**config.mk**
```make
export PLATFORM = sky130hd
export DESIGN_NAME = gi_i2c_cmd_slave
export DESIGN_NICKNAME = d
export VERILOG_FILES = /design/src/hw/gi_pkg.sv /design/src/hw/gi_i2c_cmd_slave.sv /design/src/hw/gi_stuck_watch.sv
export VERILOG_INCLUDE_DIRS = /design/src /design/src/hw
export SDC_FILE = /design/constraint.sdc
export NUM_CORES = 2
export LEC_CHECK = 0
export BUFFER_PORTS_ARGS = -buffer_cell sky130_fd_sc_hd__buf_2
export CORE_MARGIN = 3
export CORE_UTILIZATION = 30
export CTS_BUF_LIST = sky130_fd_sc_hd__clkbuf_16
export CTS_CLUSTER_SIZE = 14
export DETAILED_ROUTE_END_ITERATION = 7
export GPL_TIMING_DRIVEN = 0
export SLEW_MARGIN = 20
export SYNTH_ARGS = -nofsm -noshare
export SYNTH_HDL_FRONTEND = slang
export SYNTH_SLANG_ARGS = --single-unit
```
**constraint.sdc**
```tcl
create_clock -name sys_clk -period 27 [get_ports sys_clk]
set_clock_uncertainty 0.2 [all_clocks]
set_input_delay 0 -clock sys_clk [delete_from_list [all_inputs] [get_ports sys_clk]]
set_output_delay 0 -clock sys_clk [all_outputs]
set_load 0.005 [all_outputs]
```
**src/hw/gi_map.svh**
```systemverilog
`ifndef GI_MAP_SVH
`define GI_MAP_SVH

`define GI_DEV_ADDR 7'h55
`define GI_ADDR_BYTE_WR 8'hAA
`define GI_ADDR_BYTE_RD 8'hAB
`define GI_CMD_MAX 8'h6B
`define GI_CMD_LOCS 108
`define GI_BYTE_BITS 4'h8

// Locations 02..3F hold gauge results and are read-only
`define GI_RO_MASK 108'h000_0000_0000_FFFF_FFFF_FFFF_FFFC

`define GI_CLK_PERIOD_NS 5
`define GI_BUS_STUCK_TIMEOUT_NS 2000000
`define GI_BUS_STUCK_CYCLES \
    ((`GI_BUS_STUCK_TIMEOUT_NS + `GI_CLK_PERIOD_NS - 1) / `GI_CLK_PERIOD_NS)
`define GI_RELEASE_SETTLE_CYCLES 4

`endif

```
**src/hw/gi_pkg.sv**
```systemverilog
package gi_pkg;

    typedef enum logic [3:0] {
        GI_IDLE      = 4'h0,
        GI_ADDR      = 4'h1,
        GI_ADDR_ACK  = 4'h3,
        GI_CMD       = 4'h2,
        GI_CMD_ACK   = 4'h6,
        GI_WDATA     = 4'h7,
        GI_WDATA_ACK = 4'h5,
        GI_RDATA     = 4'h4,
        GI_RDATA_ACK = 4'hC
    } gi_state_t;

    typedef enum logic [1:0] {
        GI_W_WATCH  = 2'h0,
        GI_W_SETTLE = 2'h1,
        GI_W_SLEEP  = 2'h3
    } gi_watch_t;

    typedef struct packed {
        logic en;
        logic [7:0] addr;
        logic [7:0] data;
    } gi_wr_t;

    typedef struct packed {
        logic scl;
        logic sda;
    } gi_lines_t;

endpackage : gi_pkg

```
**src/hw/gi_i2c_cmd_slave.sv**
```systemverilog
`timescale 1ns/1ps
`include "gi_map.svh"

module gi_i2c_cmd_slave #(
    parameter int BUS_STUCK_CYCLES = `GI_BUS_STUCK_CYCLES,
    parameter int SETTLE_CYCLES = `GI_RELEASE_SETTLE_CYCLES,
    parameter logic [`GI_CMD_LOCS-1:0] RO_MASK = `GI_RO_MASK
) (
    input wire logic sys_clk,
    input wire logic rst_b,
    input wire logic scl_i,
    output logic scl_o,
    output logic scl_oe,
    input wire logic sda_i,
    output logic sda_o,
    output logic sda_oe,
    input wire gi_pkg::gi_wr_t core_wr,
    output gi_pkg::gi_wr_t host_wr,
    output logic [7:0] ptr,
    output logic sleep
);
    localparam int LOCS = `GI_CMD_LOCS;

    // Reset release through two flops
    logic rst_meta_q;
    logic rst_sync_q;

    always_ff @(posedge sys_clk or negedge rst_b) begin
        if (!rst_b) begin
            rst_meta_q <= 1'b0;
            rst_sync_q <= 1'b0;
        end else begin
            rst_meta_q <= 1'b1;
            rst_sync_q <= rst_meta_q;
        end
    end

    wire rst_b_sync = rst_sync_q;

    // Pin synchronisers; the meta stage feeds only the sync stage
    gi_pkg::gi_lines_t pin_meta_q;
    gi_pkg::gi_lines_t pin_sync_q;
    gi_pkg::gi_lines_t pin_prev_q;

    always_ff @(posedge sys_clk or negedge rst_b_sync) begin
        if (!rst_b_sync) begin
            pin_meta_q <= '1;
            pin_sync_q <= '1;
            pin_prev_q <= '1;
        end else begin
            pin_meta_q <= '{scl: scl_i, sda: sda_i};
            pin_sync_q <= pin_meta_q;
            pin_prev_q <= pin_sync_q;
        end
    end

    wire scl_s = pin_sync_q.scl;
    wire sda_s = pin_sync_q.sda;
    wire scl_rise = scl_s & ~pin_prev_q.scl;
    wire scl_fall = ~scl_s & pin_prev_q.scl;
    wire start_det = scl_s & pin_prev_q.scl & pin_prev_q.sda & ~sda_s;
    wire stop_det = scl_s & pin_prev_q.scl & ~pin_prev_q.sda & sda_s;

    // Bus-stuck watchdog
    logic release_p;
    logic sleep_w;

    gi_stuck_watch #(
        .TIMEOUT_CYCLES(BUS_STUCK_CYCLES),
        .SETTLE_CYCLES(SETTLE_CYCLES)
    ) u_watch (
        .clk(sys_clk),
        .rst_b(rst_b_sync),
        .lines(pin_sync_q),
        .release_q(release_p),
        .sleep_q(sleep_w)
    );

    function automatic logic loc_valid(input logic [7:0] a);
        loc_valid = a <= `GI_CMD_MAX;
    endfunction : loc_valid

    // Command locations
    logic [7:0] mem_q [0:LOCS-1];

    gi_pkg::gi_state_t state_q;
    gi_pkg::gi_state_t state_d;
    logic [7:0] sh_q;
    logic [7:0] sh_d;
    logic [3:0] cnt_q;
    logic [3:0] cnt_d;
    logic [7:0] ptr_q;
    logic [7:0] ptr_d;
    logic rw_q;
    logic rw_d;
    logic oe_q;
    logic oe_d;
    gi_pkg::gi_wr_t wr_q;
    gi_pkg::gi_wr_t wr_d;

    wire [6:0] ptr_idx = ptr_q[6:0];
    wire ptr_ok = loc_valid(ptr_q);
    // Past the last location a read returns zero instead of aliasing
    wire [7:0] rd_byte = ptr_ok ? mem_q[ptr_idx] : 8'h00;
    wire wr_ok = ptr_ok && !RO_MASK[ptr_idx];
    wire rx_done = scl_fall && (cnt_q == `GI_BYTE_BITS);
    wire addr_hit = (sh_q == `GI_ADDR_BYTE_WR) || (sh_q == `GI_ADDR_BYTE_RD);
    wire force_idle = release_p | sleep_w;

    always_comb begin
        state_d = state_q;
        sh_d = sh_q;
        cnt_d = cnt_q;
        ptr_d = ptr_q;
        rw_d = rw_q;
        oe_d = oe_q;
        wr_d = wr_q;
        wr_d.en = 1'b0;
        if (force_idle) begin
            state_d = gi_pkg::GI_IDLE;
            oe_d = 1'b0;
        end else if (start_det) begin
            // Also a repeated start in the middle of a transfer
            state_d = gi_pkg::GI_ADDR;
            cnt_d = 4'h0;
            oe_d = 1'b0;
        end else if (stop_det) begin
            state_d = gi_pkg::GI_IDLE;
            oe_d = 1'b0;
        end else begin
            case (state_q)
                gi_pkg::GI_IDLE: begin
                    oe_d = 1'b0;
                end
                gi_pkg::GI_ADDR: begin
                    if (scl_rise) begin
                        sh_d = {sh_q[6:0], sda_s};
                        cnt_d = cnt_q + 4'h1;
                    end else if (rx_done) begin
                        if (addr_hit) begin
                            oe_d = 1'b1;
                            rw_d = sh_q[0];
                            state_d = gi_pkg::GI_ADDR_ACK;
                        end else begin
                            state_d = gi_pkg::GI_IDLE;
                        end
                    end
                end
                gi_pkg::GI_ADDR_ACK: begin
                    if (scl_fall) begin
                        cnt_d = 4'h0;
                        if (rw_q) begin
                            // Read without command byte starts at the pointer
                            sh_d = rd_byte;
                            oe_d = ~rd_byte[7];
                            state_d = gi_pkg::GI_RDATA;
                        end else begin
                            oe_d = 1'b0;
                            state_d = gi_pkg::GI_CMD;
                        end
                    end
                end
                gi_pkg::GI_CMD: begin
                    if (scl_rise) begin
                        sh_d = {sh_q[6:0], sda_s};
                        cnt_d = cnt_q + 4'h1;
                    end else if (rx_done) begin
                        if (loc_valid(sh_q)) begin
                            oe_d = 1'b1;
                            ptr_d = sh_q;
                            state_d = gi_pkg::GI_CMD_ACK;
                        end else begin
                            oe_d = 1'b0;
                            state_d = gi_pkg::GI_IDLE;
                        end
                    end
                end
                gi_pkg::GI_CMD_ACK: begin
                    if (scl_fall) begin
                        oe_d = 1'b0;
                        cnt_d = 4'h0;
                        state_d = gi_pkg::GI_WDATA;
                    end
                end
                gi_pkg::GI_WDATA: begin
                    if (scl_rise) begin
                        sh_d = {sh_q[6:0], sda_s};
                        cnt_d = cnt_q + 4'h1;
                    end else if (rx_done) begin
                        if (wr_ok) begin
                            oe_d = 1'b1;
                            wr_d = '{en: 1'b1, addr: ptr_q, data: sh_q};
                            ptr_d = ptr_q + 8'h01;
                            state_d = gi_pkg::GI_WDATA_ACK;
                        end else begin
                            oe_d = 1'b0;
                            state_d = gi_pkg::GI_IDLE;
                        end
                    end
                end
                gi_pkg::GI_WDATA_ACK: begin
                    if (scl_fall) begin
                        oe_d = 1'b0;
                        cnt_d = 4'h0;
                        state_d = gi_pkg::GI_WDATA;
                    end
                end
                gi_pkg::GI_RDATA: begin
                    if (scl_rise) begin
                        sh_d = {sh_q[6:0], 1'b0};
                        cnt_d = cnt_q + 4'h1;
                    end else if (scl_fall) begin
                        if (cnt_q == `GI_BYTE_BITS) begin
                            oe_d = 1'b0;
                            state_d = gi_pkg::GI_RDATA_ACK;
                        end else begin
                            oe_d = ~sh_q[7];
                        end
                    end
                end
                gi_pkg::GI_RDATA_ACK: begin
                    if (scl_rise) begin
                        if (!sda_s) begin
                            ptr_d = ptr_q + 8'h01;
                            cnt_d = 4'h0;
                        end else begin
                            // Master NACK ends the read; wait for stop
                            state_d = gi_pkg::GI_IDLE;
                        end
                    end else if (scl_fall && cnt_q == 4'h0) begin
                        sh_d = rd_byte;
                        oe_d = ~rd_byte[7];
                        state_d = gi_pkg::GI_RDATA;
                    end
                end
                default: begin
                    state_d = gi_pkg::GI_IDLE;
                    oe_d = 1'b0;
                end
            endcase
        end
    end

    always_ff @(posedge sys_clk or negedge rst_b_sync) begin
        if (!rst_b_sync) begin
            state_q <= gi_pkg::GI_IDLE;
            sh_q <= 8'h00;
            cnt_q <= 4'h0;
            ptr_q <= 8'h00;
            rw_q <= 1'b0;
            oe_q <= 1'b0;
            wr_q <= '0;
        end else begin
            state_q <= state_d;
            sh_q <= sh_d;
            cnt_q <= cnt_d;
            ptr_q <= ptr_d;
            rw_q <= rw_d;
            oe_q <= oe_d;
            wr_q <= wr_d;
        end
    end

    // Host write wins; a same-cycle core update of any location is dropped
    wire core_ok = core_wr.en && loc_valid(core_wr.addr);

    always_ff @(posedge sys_clk or negedge rst_b_sync) begin
        if (!rst_b_sync) begin
            for (int i = 0; i < LOCS; i++) begin
                mem_q[i] <= 8'h00;
            end
        end else if (wr_d.en) begin
            mem_q[wr_d.addr[6:0]] <= wr_d.data;
        end else if (core_ok) begin
            mem_q[core_wr.addr[6:0]] <= core_wr.data;
        end
    end

    // Pin drivers; SCL is never stretched, so it only ever reads released
    logic scl_oe_q;
    logic sleep_q;

    always_ff @(posedge sys_clk or negedge rst_b_sync) begin
        if (!rst_b_sync) begin
            scl_oe_q <= 1'b0;
            sleep_q <= 1'b0;
        end else begin
            scl_oe_q <= 1'b0;
            sleep_q <= sleep_w;
        end
    end

    assign sda_oe = oe_q;
    assign sda_o = 1'b0;
    assign scl_oe = scl_oe_q;
    assign scl_o = 1'b0;
    assign host_wr = wr_q;
    assign ptr = ptr_q;
    assign sleep = sleep_q;

endmodule : gi_i2c_cmd_slave

```
**src/hw/gi_stuck_watch.sv**
```systemverilog
`timescale 1ns/1ps
`include "gi_map.svh"

module gi_stuck_watch #(
    parameter int TIMEOUT_CYCLES = `GI_BUS_STUCK_CYCLES,
    parameter int SETTLE_CYCLES = `GI_RELEASE_SETTLE_CYCLES
) (
    input wire logic clk,
    input wire logic rst_b,
    input wire gi_pkg::gi_lines_t lines,
    output logic release_q,
    output logic sleep_q
);
    localparam int CW = $clog2(TIMEOUT_CYCLES + SETTLE_CYCLES + 1);

    gi_pkg::gi_watch_t st_q;
    gi_pkg::gi_watch_t st_d;
    logic [CW-1:0] cnt_q;
    logic [CW-1:0] cnt_d;
    logic release_d;
    logic sleep_d;

    wire line_low = ~lines.scl | ~lines.sda;
    wire timeout_hit = cnt_q == CW'(TIMEOUT_CYCLES - 1);
    wire settle_hit = cnt_q == CW'(SETTLE_CYCLES - 1);

    always_comb begin
        st_d = st_q;
        cnt_d = cnt_q;
        release_d = 1'b0;
        sleep_d = sleep_q;
        case (st_q)
            gi_pkg::GI_W_WATCH: begin
                if (!line_low) begin
                    cnt_d = '0;
                end else if (timeout_hit) begin
                    release_d = 1'b1;
                    cnt_d = '0;
                    st_d = gi_pkg::GI_W_SETTLE;
                end else begin
                    cnt_d = cnt_q + CW'(1);
                end
            end
            gi_pkg::GI_W_SETTLE: begin
                // Lets our own release reach the synchronised pins first
                cnt_d = cnt_q + CW'(1);
                if (settle_hit) begin
                    cnt_d = '0;
                    if (line_low) begin
                        st_d = gi_pkg::GI_W_SLEEP;
                        sleep_d = 1'b1;
                    end else begin
                        st_d = gi_pkg::GI_W_WATCH;
                    end
                end
            end
            gi_pkg::GI_W_SLEEP: begin
                if (!line_low) begin
                    st_d = gi_pkg::GI_W_WATCH;
                    sleep_d = 1'b0;
                end
            end
            default: begin
                st_d = gi_pkg::GI_W_WATCH;
                cnt_d = '0;
                sleep_d = 1'b0;
            end
        endcase
    end

    always_ff @(posedge clk or negedge rst_b) begin
        if (!rst_b) begin
            st_q <= gi_pkg::GI_W_WATCH;
            cnt_q <= '0;
            release_q <= 1'b0;
            sleep_q <= 1'b0;
        end else begin
            st_q <= st_d;
            cnt_q <= cnt_d;
            release_q <= release_d;
            sleep_q <= sleep_d;
        end
    end

endmodule : gi_stuck_watch

```
# --- After elaboration in Yosys (flattened, before gate mapping) ---
# Memories as Yosys holds them, arrays and structs flattened.
# Index checks and enable logic that the tools add are counted.
classes:
  n_addsub: 3
  multipliers: 0
  div_mod_pow: 0
  order_cmp: 9
  eq_ne: 56
  shifts: 0
  n_mux: 103
  n_bitwise: 23
  reduce_logical: 28
ops:
  columns: ["cell", "n"]
  rows:
  - ["bitwise mux 864 bit", 2]
  - ["two-way mux 864 bit", 2]
  - ["two-way mux 8 bit", 19]
  - ["two-way mux 17 bit", 7]
  - ["demux 8 bit (select 7 bit)", 2]
  - ["two-way mux 4 bit", 23]
  - ["inequality test 5 bit (second input constant)", 13]
  - ["two-way mux 19 bit", 3]
  - ["case mux 19 bit (3 select lines)", 1]
  - ["binary-select mux 8 bit (select 7 bit)", 1]
  - ["case mux 4 bit (8 select lines)", 1]
  - ["case mux 8 bit (4 select lines)", 1]
  - ["inequality test 2 bit (second input constant)", 15]
  - ["two-way mux 1 bit", 27]
  - [">= comparator 8 bit (second input constant)", 3]
  - ["less-or-equal comparator 8 x 7 -> 1 bit (second input constant)", 3]
  - ["NOT 7 -> 8 bit", 3]
  - ["case mux 8 bit (3 select lines)", 1]
  - ["AND reduction 7 bit", 3]
  - ["adder 19 x 1 -> 19 bit (second input constant)", 1]
  - ["== test 19 bit (second input constant)", 1]
  - ["== test 19 x 2 -> 1 bit (second input constant)", 1]
  - ["== test 4 x 3 -> 1 bit (second input constant)", 4]
  - ["== test 8 bit (second input constant)", 2]
  - ["other kinds (40)", 83]
word_totals:
  regBits: 939
  latch_bits: 0
  mem_bits_rw: 0
  mem_bits_ro: 128
  in_bits: 21
  memories: 1
memory_table:
  columns: ["name", "depth", "width", "rd", "rd_clocked_by_memory_dff", "write_ports", "line", "rtl"]
  rows:
  - ["(name not given)", 128, 1, 1, 0, 0, "gi_i2c_cmd_slave.sv:105", "wire wr_ok = ptr_ok && !RO_MASK[ptr_idx];"]

# --- Depth between registers and ports, before layout ---
logic_depth:
  word_depth: 18
  depth_mapped: 14

# --- By module ---
# A second synthesis with hierarchy kept.
unflattened:
  cells_unflattened: 4428
  hier_area_um2: 47194.0
by_module_without_submodules:
  columns: ["module", "instances", "cells_per_inst", "area_per_inst_um2", "seq_area_each_um2"]
  rows:
  - ["gi_i2c_cmd_slave", 1, 4265, 45797.7, 22929.5]
  - ["gi_stuck_watch", 1, 163, 1396.3, 575.6]

# --- Least setup slack after synthesis ---
# OpenSTA, ideal clock, no wires.
synth_path:
  path_kind: "reg2reg"
  startpoint: "reg cnt_q[0]"
  endpoint: "reg mem_q[336] (netlist bit)"
  arrival_ns: 2.646
  required_ns: 26.675
  setup_slack_ns: 24.029
  path_stages_with_launch: 13
  n_path_buf: 3
  synth_period_minus_slack_ns: 2.971
  cell_sequence: "dfrtp_1 -> inv_1 -> ha_1 -> and3b_1 -> and4_1 -> buf_4 -> nand3_4 -> buf_6 -> buf_6 -> mux2i_4 -> nand2_2 -> o21ai_2 -> mux2_2"
synth_via:
  elab_chain_len: 15
  elab_cells_between_ends: 17
synth_lines:
  columns: ["element", "line", "rtl"]
  rows:
  - ["start, declared", "gi_i2c_cmd_slave.sv:90", "logic [3:0] cnt_q;"]
  - ["start signal, assigned", "gi_i2c_cmd_slave.sv:256", "cnt_q <= cnt_d;"]
  - ["== test 4 bit (no source line) (*)", null, null]
  - ["logical AND 1 bit (*)", "gi_i2c_cmd_slave.sv:106", "wire rx_done = scl_fall && (cnt_q == `GI_BYTE_BITS);"]
  - ["two-way mux 17 bit (*)", "gi_i2c_cmd_slave.sv:189", "end else if (rx_done) begin"]
  - ["two-way mux 17 bit (*)", "gi_i2c_cmd_slave.sv:186", "if (scl_rise) begin"]
  - ["two-way mux 17 bit (*)", "gi_i2c_cmd_slave.sv:131", "case (state_q)"]
  - ["two-way mux 17 bit (*)", "gi_i2c_cmd_slave.sv:127", "end else if (stop_det) begin"]
  - ["two-way mux 17 bit (*)", "gi_i2c_cmd_slave.sv:122", "end else if (start_det) begin"]
  - ["two-way mux 17 bit (*)", "gi_i2c_cmd_slave.sv:119", "if (force_idle) begin"]
  - ["NOT 7 -> 8 bit (not written as such)", "gi_i2c_cmd_slave.sv:273", "mem_q[wr_d.addr[6:0]] <= wr_d.data;"]
  - [">= comparator 8 bit (not written as such) / < comparator 8 x 1 -> 1 bit (equally long branches)", "gi_i2c_cmd_slave.sv:273", null]
  - ["logical AND 1 bit (not written as such)", "gi_i2c_cmd_slave.sv:273", null]
  - ["two-way mux 8 bit (not written as such)", "gi_i2c_cmd_slave.sv:273", null]
  - ["demux 8 bit (select 7 bit)", "gi_i2c_cmd_slave.sv:273", null]
  - ["bitwise mux 864 bit", "gi_i2c_cmd_slave.sv:273", null]
  - ["two-way mux 864 bit", "gi_i2c_cmd_slave.sv:272", "end else if (wr_d.en) begin"]
  - ["end signal, assigned by index", "gi_i2c_cmd_slave.sv:273", null]
  - ["end signal, assigned by index", "gi_i2c_cmd_slave.sv:275", "mem_q[core_wr.addr[6:0]] <= core_wr.data;"]
  - ["end, declared", "gi_i2c_cmd_slave.sv:84", "logic [7:0] mem_q [0:LOCS-1];"]
# Mark *: on every way between the ends. The rest lies on a longest branch, timed or not.
# A chain may end at the register's enable or synchronous reset.

# --- Final worst setup path ---
layout_path:
  startpoint: "reg ptr_q[2] (netlist: ptr[2])"
  endpoint: "reg sh_q[0]"
layout_via:
  elab_chain_len: 8
  elab_cells_between_ends: 11
layout_lines:
  columns: ["element", "line", "rtl"]
  rows:
  - ["start, declared", "gi_i2c_cmd_slave.sv:92", "logic [7:0] ptr_q;"]
  - ["start signal, assigned", "gi_i2c_cmd_slave.sv:257", "ptr_q <= ptr_d;"]
  - ["NOT 7 -> 8 bit (not written as such)", "gi_i2c_cmd_slave.sv:104", "wire [7:0] rd_byte = ptr_ok ? mem_q[ptr_idx] : 8'h00;"]
  - ["binary-select mux 8 bit (select 7 bit)", "gi_i2c_cmd_slave.sv:104", null]
  - ["two-way mux 8 bit (not written as such) (2 in series)", "gi_i2c_cmd_slave.sv:104", null]
  - ["two-way mux 8 bit (*)", "gi_i2c_cmd_slave.sv:104", null]
  - ["two-way mux 8 bit (on tied branches)", "gi_i2c_cmd_slave.sv:230, gi_i2c_cmd_slave.sv:152", null]
  - ["two-way mux 8 bit (on tied branches)", "gi_i2c_cmd_slave.sv:222, gi_i2c_cmd_slave.sv:150", null]
  - ["case mux 8 bit (4 select lines) (*)", "gi_i2c_cmd_slave.sv:131", null]
  - ["end signal, assigned", "gi_i2c_cmd_slave.sv:247", "sh_q <= 8'h00;"]
  - ["end signal, assigned", "gi_i2c_cmd_slave.sv:255", "sh_q <= sh_d;"]
  - ["end, declared", "gi_i2c_cmd_slave.sv:88", "logic [7:0] sh_q;"]
# Mark *: on every way between the ends. The rest lies on a longest branch, timed or not. The select of a mux whose other input is x is not followed.

==> impl_metrics.ini <==
[run_status]
run_status = complete, but fails checks
failed_checks = DRC

[clock_network]
number_of_levels_the_h_tree_was_split_into = 3
max-clock-path-buffers = 3
post_cts.repair.setup_buffers = 0
insertion_delay_ns = 0.80
cts.clk_slew.worst_paths_ns = 0.07
cts-buffers-inserted = 105
post_cts_resized = 0
ctsRootBufferMaster = sky130_fd_sc_hd__clkbuf_16
post_cts_hold_buffer_count = 18
cts.sink_count = 939
cts_tree = yes

[pwr]
peakVddDrop_mv = 0.0548
power.density_cell_area_mw_per_mm2 = 61.2
leakage_nw = 22.2

[yosys]
ys_seq_area_share_pct = 49.6
synth-edff-count = 0
synthesis.area_per_instance_um2 = 11.4
synthArstFlopShare_pct = 100
syn_area_mm2 = 0.0474
post_synth_num_cell_types = 97
synth-warning-count = 0
syn-instance-count = 4162
synth-seq-cells = 939
ys_dominant_reg_cell = sky130_fd_sc_hd__dfrtp_1

[floorplan]
floorplan.die.width_um = 404
start_util_pct = 30.3
io_pins = 51
row_count = 145
core_area_mm2 = 0.157
die-area_mm2 = 0.163
die_height_um = 404

[sta]
worst_slew_slack_as_a_fraction_of_its_limit_pct = 8.37
clock.fmax_mhz = 156
sum_neg_setup_slack_ns = 0
final_min_period_ns = 6.39
post-route-period-util_pct = 23.7
final_max_slew_viol_count = 0
rsz0062_at_grt = no
timing_worst_slew_pin_value_ns = 1.37
setup_violations = 0
final_hold_viol_count = 0

[finish]
instances_no_fill = 6540
nFillCells = 15574
sequential_cell_area_mm2 = 0.0235
nets = 4395
multiInputGateArea_mm2 = 0.0222
relative_area_change_from_synthesis_to_final_layout_pct = 15.9
final_layout_size_suffix_gt1_share_pct = 25.8

[setup_path]
cp.arrival_ns = 6.87
ff2ff_path_depth = 9
critical_path.max_fanout = 10
critical_path_required_time_ns = 27.48
criticalPathCategory = flip-flop to flip-flop
timing.critical_path.to_type = flip-flop
cp-start-kind = flip-flop

[detailed_routing]
drt_pre_antenna_iters = 8
route.antenna.remaining_nets = 0
routed_wl_mm = 251
num_vias = 41658
avgRoutedWirePerCell_um = 38.4
detail_route.vias_per_cell = 6.37
drcViolationCount = 49
dr.first_iter.drc_count = 6166

[flow_run]
cap_violations = 0

[global_routing]
grt_usage_pct = 30.2
first_pass_grt_wire_length_mm = 338
grt-ovfl-total = 0
grt_antenna_before_repair = 30
vias_in_the_first_global_route = 39458
grt_start_max_net_pins = 60

[place]
post_placement_cell_count = 6302
gpl_wtd_cong = 1.04
placement.io_buffers = 38
post_detailed_placement_half_perimeter_wirelength_mm = 178

[hold_path]
hold_class = input port to flip-flop
whs_path_depth = 3
==> routing by layer <==
metal / global-route usage [%] / vias up / wire [um]
met5: 0.595 / - / 211
met4: 19.8 / 16 / 19900
met3: 11.9 / 873 / 33200
met2: 41.4 / 3252 / 101000
met1: 39.0 / 21505 / 96500
li1: - / 16012 / -
==> per-stage QoR <==
stage	hold WS [ns]	power [mW]	setup WS (ns)	cell area (um^2)	util [%]
finish	0.0770	3.36	20.61	54900	35.1
global route	0.0693	3.44	21.11	54900	35.1
CTS	0.0378	3.35	21.20	54900	35.0
detailed placement	-0.412	1.91	21.25	51300	32.7
global placement	-0.415	1.89	5.04	50200	32.1
floorplan	-0.496	1.72	11.57	47400	-
==> cell usage after synthesis, types with 7 or more instances <==
cell type | n | area share (%)
sky130_fd_sc_hd__nor4_1 | 16 | 0.21
sky130_fd_sc_hd__a211oi_1 | 19 | 0.30
sky130_fd_sc_hd__o211ai_1 | 12 | 0.19
sky130_fd_sc_hd__a22oi_1 | 78 | 1.2
sky130_fd_sc_hd__buf_6 | 7 | 0.17
sky130_fd_sc_hd__o21a_1 | 45 | 0.71
sky130_fd_sc_hd__o21ai_0 | 279 | 2.9
sky130_fd_sc_hd__or3_1 | 7 | 0.092
sky130_fd_sc_hd__o22a_1 | 17 | 0.31
sky130_fd_sc_hd__dfrtp_1 | 933 | 49
sky130_fd_sc_hd__o32ai_1 | 10 | 0.18
sky130_fd_sc_hd__o22ai_1 | 202 | 2.7
sky130_fd_sc_hd__nor3b_1 | 7 | 0.11
sky130_fd_sc_hd__o221ai_1 | 52 | 0.96
sky130_fd_sc_hd__and3_1 | 22 | 0.29
sky130_fd_sc_hd__mux2i_1 | 109 | 2.3
sky130_fd_sc_hd__clkbuf_1 | 227 | 1.8
sky130_fd_sc_hd__a222oi_1 | 65 | 1.4
sky130_fd_sc_hd__buf_1 | 13 | 0.10
sky130_fd_sc_hd__a221oi_1 | 13 | 0.24
sky130_fd_sc_hd__a21oi_1 | 102 | 1.1
sky130_fd_sc_hd__and2_1 | 30 | 0.40
sky130_fd_sc_hd__nor3_1 | 44 | 0.46
sky130_fd_sc_hd__mux2_2 | 474 | 11
sky130_fd_sc_hd__a31oi_1 | 25 | 0.33
sky130_fd_sc_hd__buf_4 | 33 | 0.52
sky130_fd_sc_hd__o31ai_1 | 12 | 0.19
sky130_fd_sc_hd__buf_2 | 54 | 0.57
sky130_fd_sc_hd__o21ai_2 | 10 | 0.18
sky130_fd_sc_hd__mux4_2 | 171 | 8.1
sky130_fd_sc_hd__nand3b_1 | 7 | 0.11
sky130_fd_sc_hd__nand2b_1 | 15 | 0.20
sky130_fd_sc_hd__nand3_1 | 50 | 0.53
sky130_fd_sc_hd__inv_1 | 79 | 0.63
sky130_fd_sc_hd__nor2_2 | 40 | 0.53
sky130_fd_sc_hd__nor2b_1 | 17 | 0.22
sky130_fd_sc_hd__a22o_1 | 18 | 0.33
sky130_fd_sc_hd__nand4_1 | 22 | 0.29
sky130_fd_sc_hd__nand2_1 | 450 | 3.6
sky130_fd_sc_hd__nor2_1 | 227 | 1.8
==> state kept, by name, summed over array words and instances, names as in the netlist, 4 cells and up <==
signal and cells:
mem_q 864, sh_q 8, ptr 8, state_q 4, u_watch.cnt_q 19, host_wr 17
cnt_q 4
==> path summary, 6_finish.rpt <==
check	slack (ns)	to	start
min in group asynchronous	0.18	u_watch.cnt_q[1]	rst_b_sync
max reg2reg	20.61	sh_q[0]	ptr[2]
min	0.08	mem_q[596]	core_wr[4]
min reg2reg	0.16	rst_b_sync	rst_meta_q
max in group asynchronous	24.60	mem_q[628]	rst_b_sync
max	20.61	sh_q[0]	ptr[2]
==> area by class of cell <==
type | instances | area share, %
diodes | 24 | 0.109
plain buffers | 335 | 2.87
clock buffers | 107 | 4.87
clock inverters | 88 | 1.31
inverters | 82 | 0.560
multi-input cells | 2808 | 40.4
flip-flops and latches | 939 | 42.8
well taps | 2058 | 4.69
repair buffers | 99 | 2.35
==> placed cells by master (no fill, tap or decap), types with 52 or more instances in the layout <==
cell type,Yosys,layout
sky130_fd_sc_hd__a21oi_1,102,101
sky130_fd_sc_hd__o221ai_1,52,52
sky130_fd_sc_hd__o22ai_1,202,202
sky130_fd_sc_hd__a222oi_1,65,65
sky130_fd_sc_hd__clkbuf_16,0,107
sky130_fd_sc_hd__nor2_1,227,224
sky130_fd_sc_hd__a22oi_1,78,78
sky130_fd_sc_hd__inv_1,79,99
sky130_fd_sc_hd__nand2_1,450,450
sky130_fd_sc_hd__dfrtp_1,933,932
sky130_fd_sc_hd__mux2_2,474,474
sky130_fd_sc_hd__clkbuf_1,227,175
sky130_fd_sc_hd__mux4_2,171,171
sky130_fd_sc_hd__o21ai_0,279,278
sky130_fd_sc_hd__buf_2,54,101
sky130_fd_sc_hd__mux2i_1,109,109
sky130_fd_sc_hd__clkbuf_2,1,53
==> power by group <==
part / total [mW] / leakage [nW] / internal [mW] / switching [mW]
sequential: 1.56 / 11.8 / 1.48 / 0.0777
combinational: 0.352 / 8.59 / 0.108 / 0.244
clock: 1.45 / 1.71 / 0.798 / 0.657
==> kinds of logic (layout without fill, tap and decap cells) <==
group	count (synthesis)	count (layout)	synth area share, %
compound gates	1035	1035	14.9
other cells	2	28	0.0158
fa+ha+maj	4	4	0.106
flops	939	939	49.6
xor+xnor	9	9	0.195
simple gates	999	999	9.63
mux	757	757	21.8
buf+inv	417	711	3.82
==> worst max-delay path, cell delays in order (launching register included) <==
cell                       delay (ns)
sky130_fd_sc_hd__dfrtp_1         0.43
sky130_fd_sc_hd__clkbuf_1        0.73
sky130_fd_sc_hd__clkbuf_1        0.73
sky130_fd_sc_hd__nor2b_1         0.97
sky130_fd_sc_hd__clkbuf_2        0.78
sky130_fd_sc_hd__clkbuf_2        0.79
sky130_fd_sc_hd__a22oi_1         0.36
sky130_fd_sc_hd__a211oi_1        0.73
sky130_fd_sc_hd__o211ai_1        0.29
sky130_fd_sc_hd__a31oi_1         0.22
Power figures use the tool's default switching activity.
